File: config.mk
export PLATFORM = sky130hd
export DESIGN_NAME = flash_writer_status_ctrl
export DESIGN_NICKNAME = d
export VERILOG_FILES = /design/src/design/flash_writer_status_pkg.sv /design/src/design/flash_writer_status_ctrl.sv /design/src/design/strobe_sync.sv
export SDC_FILE = /design/constraint.sdc
export NUM_CORES = 1
export LEC_CHECK = 0
export ABC_AREA = 1
export BUFFER_PORTS_ARGS = -buffer_cell sky130_fd_sc_hd__buf_2
export CAP_MARGIN = 20
export CORE_MARGIN = 8
export CORE_UTILIZATION = 40
export CTS_CLUSTER_SIZE = 16
export DETAILED_ROUTE_END_ITERATION = 8
export PLACE_DENSITY = 0.67
export REMOVE_ABC_BUFFERS = 1
export SLEW_MARGIN = 40
export SYNTH_ARGS = -nofsm -noshare
export SYNTH_HDL_FRONTEND = slang
export SYNTH_SLANG_ARGS = --single-unit
File: constraint.sdc
create_clock -name i_mclk -period 1.9 [get_ports i_mclk]
set_input_delay 0.285 -clock i_mclk [delete_from_list [all_inputs] [get_ports i_mclk]]
set_output_delay 0.285 -clock i_mclk [all_outputs]
set_load 0.02 [all_outputs]
File: src/design/flash_writer_status_pkg.sv
// Operation
// - After auto-program, auto-erase or status read ends, enter command wait state.
// - In memory read mode, any number of consecutive reads need no new command.
// - Memory read mode accepts command writes exactly like the command wait state.
// - After power-on the block starts in memory read mode.
// - Status byte: bit7 abnormal end, bits6-4 command/program/erase errors, bits3-2 zero.
// - Status bit1 is set when write or erase attempts were over counted.
// - Status bit0 is set when an invalid effective address error occurred.
// - During auto operations, completion line low while busy, high when done; rest zero.
// - With completion high, result line high for normal end, low for abnormal end.
package flash_writer_status_pkg;
  localparam logic [7:0] CMD_MEM_READ = 8'hFF;
  localparam logic [7:0] CMD_AUTO_PROGRAM = 8'h40;
  localparam logic [7:0] CMD_AUTO_ERASE = 8'h20;
  localparam logic [7:0] CMD_STATUS_READ = 8'h71;
  localparam int STAT_ABNORMAL = 7;
  localparam int STAT_CMD_ERR = 6;
  localparam int STAT_PROG_ERR = 5;
  localparam int STAT_ERASE_ERR = 4;
  localparam int STAT_OVERCOUNT = 1;
  localparam int STAT_BAD_ADDR = 0;
  localparam logic [7:0] STATUS_RESET = 8'h00;
  typedef enum logic [2:0] {
    ST_MEM_READ = 3'b000,
    ST_CMD_WAIT = 3'b001,
    ST_AUTO_RUN = 3'b011,
    ST_AUTO_DONE = 3'b010,
    ST_STATUS = 3'b110
  } mode_t;
endpackage

File: src/design/flash_writer_status_ctrl.sv
`timescale 1ns/1ps
`default_nettype none
module flash_writer_status_ctrl
  import flash_writer_status_pkg::*;
(
  input wire logic i_mclk,
  input wire logic i_reset,
  input wire logic i_ce_n,
  input wire logic i_we_n,
  input wire logic i_oe_n,
  input wire logic [7:0] i_data,
  input wire logic [7:0] i_mem_data,
  input wire logic i_op_done,
  input wire logic i_prog_err,
  input wire logic i_erase_err,
  input wire logic i_overcount,
  input wire logic i_bad_addr,
  output logic [7:0] o_data,
  output logic o_data_oe,
  output logic o_start_program,
  output logic o_start_erase,
  output logic o_mem_read_mode,
  output logic o_cmd_wait
);
  logic we_rise;
  logic oe_rise;
  logic oe_level;
  logic ce_level;
  logic [7:0] data_m_q;
  logic [7:0] data_s_q;
  mode_t mode_q;
  mode_t mode_d;
  logic is_erase_q;
  logic is_erase_d;
  logic [7:0] status_q;
  logic [7:0] status_d;
  logic [7:0] out_q;
  logic [7:0] out_d;
  logic prog_q;
  logic prog_d;
  logic erase_q;
  logic erase_d;
  logic write_cmd;
  logic read_end;
  logic ce_last_q;

  strobe_sync u_we (
    .i_mclk(i_mclk),
    .i_reset(i_reset),
    .i_pin(i_we_n),
    .o_level(),
    .o_rise(we_rise)
  );

  strobe_sync u_oe (
    .i_mclk(i_mclk),
    .i_reset(i_reset),
    .i_pin(i_oe_n),
    .o_level(oe_level),
    .o_rise(oe_rise)
  );

  strobe_sync u_ce (
    .i_mclk(i_mclk),
    .i_reset(i_reset),
    .i_pin(i_ce_n),
    .o_level(ce_level),
    .o_rise()
  );

  always_ff @(posedge i_mclk or posedge i_reset)
  begin
    if (i_reset)
    begin
      data_m_q <= 8'h00;
      data_s_q <= 8'h00;
      ce_last_q <= 1'b1;
    end
    else
    begin
      data_m_q <= i_data;
      data_s_q <= data_m_q;
      ce_last_q <= ce_level;
    end
  end

  // A command is taken at the rising edge of the write strobe while selected.
  assign write_cmd = we_rise & ~ce_level;
  // A read ends at the output enable rise; the select of the cycle before counts.
  // This lets chip enable rise together with output enable.
  assign read_end = oe_rise & ~ce_last_q;

  always_comb
  begin
    mode_d = mode_q;
    is_erase_d = is_erase_q;
    status_d = status_q;
    prog_d = 1'b0;
    erase_d = 1'b0;
    unique case (mode_q)
      ST_MEM_READ, ST_CMD_WAIT, ST_AUTO_DONE:
      begin
        // Memory read mode decodes commands like the wait state.
        if (write_cmd)
        begin
          if (data_s_q == CMD_MEM_READ)
          begin
            mode_d = ST_MEM_READ;
          end
          else if (data_s_q == CMD_AUTO_PROGRAM)
          begin
            mode_d = ST_AUTO_RUN;
            is_erase_d = 1'b0;
            prog_d = 1'b1;
            status_d = STATUS_RESET;
          end
          else if (data_s_q == CMD_AUTO_ERASE)
          begin
            mode_d = ST_AUTO_RUN;
            is_erase_d = 1'b1;
            erase_d = 1'b1;
            status_d = STATUS_RESET;
          end
          else if (data_s_q == CMD_STATUS_READ)
          begin
            mode_d = ST_STATUS;
          end
          else
          begin
            status_d[STAT_CMD_ERR] = 1'b1;
            status_d[STAT_ABNORMAL] = 1'b1;
            mode_d = ST_CMD_WAIT;
          end
        end
        else if (mode_q == ST_AUTO_DONE && read_end)
        begin
          mode_d = ST_CMD_WAIT;
        end
      end
      ST_AUTO_RUN:
      begin
        if (i_op_done)
        begin
          mode_d = ST_AUTO_DONE;
          status_d[STAT_PROG_ERR] = ~is_erase_q & i_prog_err;
          status_d[STAT_ERASE_ERR] = is_erase_q & i_erase_err;
          status_d[STAT_OVERCOUNT] = i_overcount;
          status_d[STAT_BAD_ADDR] = i_bad_addr;
          status_d[STAT_ABNORMAL] = (is_erase_q ? i_erase_err : i_prog_err)
            | i_overcount | i_bad_addr;
        end
      end
      ST_STATUS:
      begin
        if (read_end)
        begin
          mode_d = ST_CMD_WAIT;
        end
      end
      default:
      begin
        mode_d = ST_CMD_WAIT;
      end
    endcase
  end

  always_comb
  begin
    out_d = 8'h00;
    unique case (mode_q)
      ST_MEM_READ:
      begin
        out_d = i_mem_data;
      end
      ST_STATUS:
      begin
        out_d = status_q & 8'hF3;
      end
      ST_AUTO_RUN:
      begin
        out_d = 8'h00;
      end
      ST_AUTO_DONE:
      begin
        out_d = {1'b1, ~status_q[STAT_ABNORMAL], 6'h00};
      end
      default:
      begin
        out_d = 8'h00;
      end
    endcase
  end

  always_ff @(posedge i_mclk or posedge i_reset)
  begin
    if (i_reset)
    begin
      mode_q <= ST_MEM_READ;
      is_erase_q <= 1'b0;
      status_q <= STATUS_RESET;
      out_q <= 8'h00;
      prog_q <= 1'b0;
      erase_q <= 1'b0;
    end
    else
    begin
      mode_q <= mode_d;
      is_erase_q <= is_erase_d;
      status_q <= status_d;
      out_q <= out_d;
      prog_q <= prog_d;
      erase_q <= erase_d;
    end
  end

  assign o_data = out_q;
  assign o_data_oe = ~oe_level & ~ce_level;
  assign o_start_program = prog_q;
  assign o_start_erase = erase_q;
  assign o_mem_read_mode = (mode_q == ST_MEM_READ);
  assign o_cmd_wait = (mode_q == ST_CMD_WAIT);
endmodule
`default_nettype wire

File: src/design/strobe_sync.sv
`timescale 1ns/1ps
`default_nettype none
module strobe_sync
  import flash_writer_status_pkg::*;
(
  input wire logic i_mclk,
  input wire logic i_reset,
  input wire logic i_pin,
  output logic o_level,
  output logic o_rise
);
  logic meta_q;
  logic meta_d;
  logic sync_q;
  logic sync_d;
  logic last_q;
  logic last_d;

  always_comb
  begin
    meta_d = i_pin;
    sync_d = meta_q;
    last_d = sync_q;
  end

  always_ff @(posedge i_mclk or posedge i_reset)
  begin
    if (i_reset)
    begin
      meta_q <= 1'b1;
      sync_q <= 1'b1;
      last_q <= 1'b1;
    end
    else
    begin
      meta_q <= meta_d;
      sync_q <= sync_d;
      last_q <= last_d;
    end
  end

  assign o_level = sync_q;
  assign o_rise = sync_q & ~last_q;
endmodule
`default_nettype wire

==> results.py <==
metrics = {
    "status": {
        "status": "complete, but fails checks",
        "failed_checks": "negative hold slack",
    },
    "place": {
        "hpwl_um": 2470,
        "placed_instance_count": 271,
        "place.port_buffers": 38,
        "gp_routability_congestion": 0.843,
        "pre_cts_ws_ps": 512,
    },
    "pwr": {
        "p_leak_uw": 0.00112,
        "power_density_cells_mw_per_mm2": 1170,
        "worst_ir_drop_vdd_mv": 0.513,
    },
    "detailed_routing": {
        "finalWirelength_um": 3230,
        "drt-vias-per-instance": 4.59,
        "vias": 1282,
        "detailedRoute.firstPassIterationCount": 4,
        "drc": 0,
        "route.detailed.wl_per_inst_um": 11.6,
        "starting_drt_drc_count": 72,
        "detail-route-antenna-nets": 0,
    },
    "clock_tree": {
        "cts-htree-levels": 2,
        "tritoncts": "done",
        "clk-insertion-delay-late_ps": 300,
        "clock_path_buffers": 2,
        "cts_hold_buf": 0,
        "cts.sink_count": 45,
        "clock_tree.root_cell": "sky130_fd_sc_hd__clkbuf_8",
        "postCtsSetupBuffers": 0,
        "numCtsBuffers": 5,
        "post_cts.resized_instances": 0,
        "clk_pin_slew_ps": 90,
    },
    "synth": {
        "number_of_warnings_issued_by_yosys": 0,
        "share_of_the_yosys_chip_area_belonging_to_registers_pct": 65.2,
        "synth_most_common_cell": "sky130_fd_sc_hd__nand2_1",
        "synth.avg_cell_area_sq_um": 9.69,
        "synthTopCellsByCount": "42 x sky130_fd_sc_hd__nand2_1, 36 x sky130_fd_sc_hd__dfrtp_1, 25 x sky130_fd_sc_hd__nor2_1",
        "syn_area_sq_mm": 0.00174,
        "unique_masters_post_synth": 18,
        "ys_top_cells_by_area": "sky130_fd_sc_hd__dfrtp_1 52%, sky130_fd_sc_hd__dfstp_2 14%, sky130_fd_sc_hd__nand2_1 9.0%",
        "synthFlopType": "sky130_fd_sc_hd__dfrtp_1",
        "portion_of_synthesized_cell_area_occupied_by_the_leading_cell_type_pct": 51.6,
        "post_synth_inst_count": 180,
        "synth_top_area_cell": "sky130_fd_sc_hd__dfrtp_1",
        "ys_ff_latch": 45,
        "synth_edf_count": 0,
        "asyncSetResetFlopFracSynth_pct": 100,
    },
    "layout": {
        "final_layout_size_suffix_gt1_share_pct": 29.1,
        "post_route_utilization_pct": 49.9,
        "seqCellArea_sq_mm": 0.00114,
        "final_net_count": 252,
        "fill_cells": 415,
        "multi_input_area_sq_um": 505,
        "antenna_cells_inserted": 0,
        "syn2layout_area_growth_pct": 21.9,
        "finish.cell_count_without_fillers": 279,
    },
    "worst_setup_path": {
        "worst_setup_path_end_kind": "output port",
        "crit_fanout": 7,
        "critical_path.endpoint": "o_mem_read_mode",
        "rr_endpoint": "status_q[5]",
        "timing.setup.critical_path_class": "flop to output port",
        "regToRegStartpoint": "mode_q[2]",
        "worstSetupStartpoint": "mode_q[2]",
        "critPathRequiredTime_ps": 1620,
        "cp.arrival_ps": 1430,
        "rr_worst_depth": 8,
        "start_kind": "flop",
        "rrSetupSlack_ps": 560,
    },
    "die": {
        "chip_height_um": 82.0,
        "top_level_port_count": 39,
        "floorplan.core_area_sq_mm": 0.00426,
        "die_w_um": 82.0,
        "floorplan.rows": 24,
        "effective_utilization_at_floorplan_pct": 40.9,
        "floorplan.die_area_sq_mm": 0.00673,
    },
    "timing": {
        "period_minus_slack_ps": 1720,
        "hold_slack_ps": -12.8,
        "worst_slew_margin_rel_pct": 68.6,
        "fin_crit_sh_pct": 90.4,
        "hold_viol": 19,
        "timing.final.max_slew_violations": 0,
        "setup_viol_count_final": 0,
        "unrepaired_setup_endpoints_after_global_routing": "false",
        "fin_tns_setup_ps": 0,
        "transition_at_the_pin_with_the_smallest_max_transition_slack_ps": 471,
        "post-route-worst-setup-slack_ps": 183,
        "timing.fmax_ghz": 0.582,
        "final.setup_skew_ps": 6.71,
    },
    "global_route": {
        "grt_util_all_layers_pct": 10.7,
        "grt_pass1_wl_um": 5420,
        "grt_overflow": 0,
        "grt_pass1_vias": 1305,
        "antenna_found_initial": 0,
        "grt_max_degree": 25,
    },
    "hold_path": {
        "worst_hold_check_path_type": "primary input to async pin",
    },
    "run": {
        "cap_violations": 0,
    },
}
## worst max-delay path, cell delays in order (launching register included)
cell and delay [ps]:
sky130_fd_sc_hd__dfrtp_1 450, sky130_fd_sc_hd__inv_2 160, sky130_fd_sc_hd__nand3_1 130, sky130_fd_sc_hd__inv_1 190, sky130_fd_sc_hd__buf_2 200
## how the worst min path moves through the flow
stage / from / to / depth (start not counted)
after floorplan: i_ce_n / u_ce.meta_q / 0
final: i_reset / data_s_q[7] / 2
after detailed placement: data_m_q[0] / data_s_q[0] / 0
after global placement: data_m_q[7] / data_s_q[7] / 0
after global routing: i_reset / data_m_q[6] / 2
after CTS: i_reset / data_m_q[5] / 2
## registers in the layout (all words and copies together), names as in the netlist
signal	flops
ce_last_q	1
data_m_q	8
data_s_q	8
is_erase_q	1
mode_q	3
o_data	8
o_start_erase	1
o_start_program	1
status_q	6
u_ce.meta_q	1
u_ce.o_level	1
u_oe.last_q	1
u_oe.meta_q	1
u_oe.o_level	1
u_we.last_q	1
u_we.meta_q	1
u_we.o_level	1
## area by class of cell
class / count / area share (%)
sequential: 45 / 53.5
timing repair buffer: 39 / 9.89
multi-input combinational: 108 / 23.8
clock inverter: 1 / 0.412
clock buffer: 7 / 4.59
tap: 52 / 3.06
inverter: 27 / 4.77
## cells in the final DEF (no fill, tap or decap), drive strengths merged
cell type	netlist	final
nand4	2	2
inv	27	28
dfrtp	36	36
clkbuf	0	7
nand3	13	13
a21oi	4	4
o21ai	14	14
nand2	46	46
nor2	26	26
dfstp	9	9
o22ai	2	2
buf	0	39
nor3	1	1
## per-layer routing
| metal | part of all wire [%] | global-route usage, % | routed length [um] | vias to the layer above |
|---|---|---|---|---|
| li1 | - | - | - | 650 |
| met1 | 43 | 11.4 | 1380 | 584 |
| met2 | 45 | 17.3 | 1460 | 42 |
| met3 | 11 | 5.47 | 345 | 6 |
| met4 | 1.5 | 4.74 | 48 | 0 |
| met5 | 0 | 0 | 0 | - |
## report_power, final
part / switching (uW) / internal [uW] / total, uW / leakage [uW]
Clock: 326 / 344 / 670 / 0.0000540
Combinational: 422 / 214 / 635 / 0.000517
Sequential: 75.4 / 1100 / 1170 / 0.000546
## through the flow
stage	total power, uW	area (sq um)
finish	2480	2130
global route	2650	2130
detailed placement	1840	2020
global placement	1820	2020
CTS	2510	2130
floorplan	1640	1740
## cell families (layout without fill, tap and decap cells)
family	count (synthesis)	after routing	share of synthesized area [%]
and+or+nand+nor	88	88	23.1
buffers and inverters	27	74	5.81
AOI/OAI and AO/OA	20	20	5.88
DFF	45	45	65.2
Power figures use the tool's default switching activity.
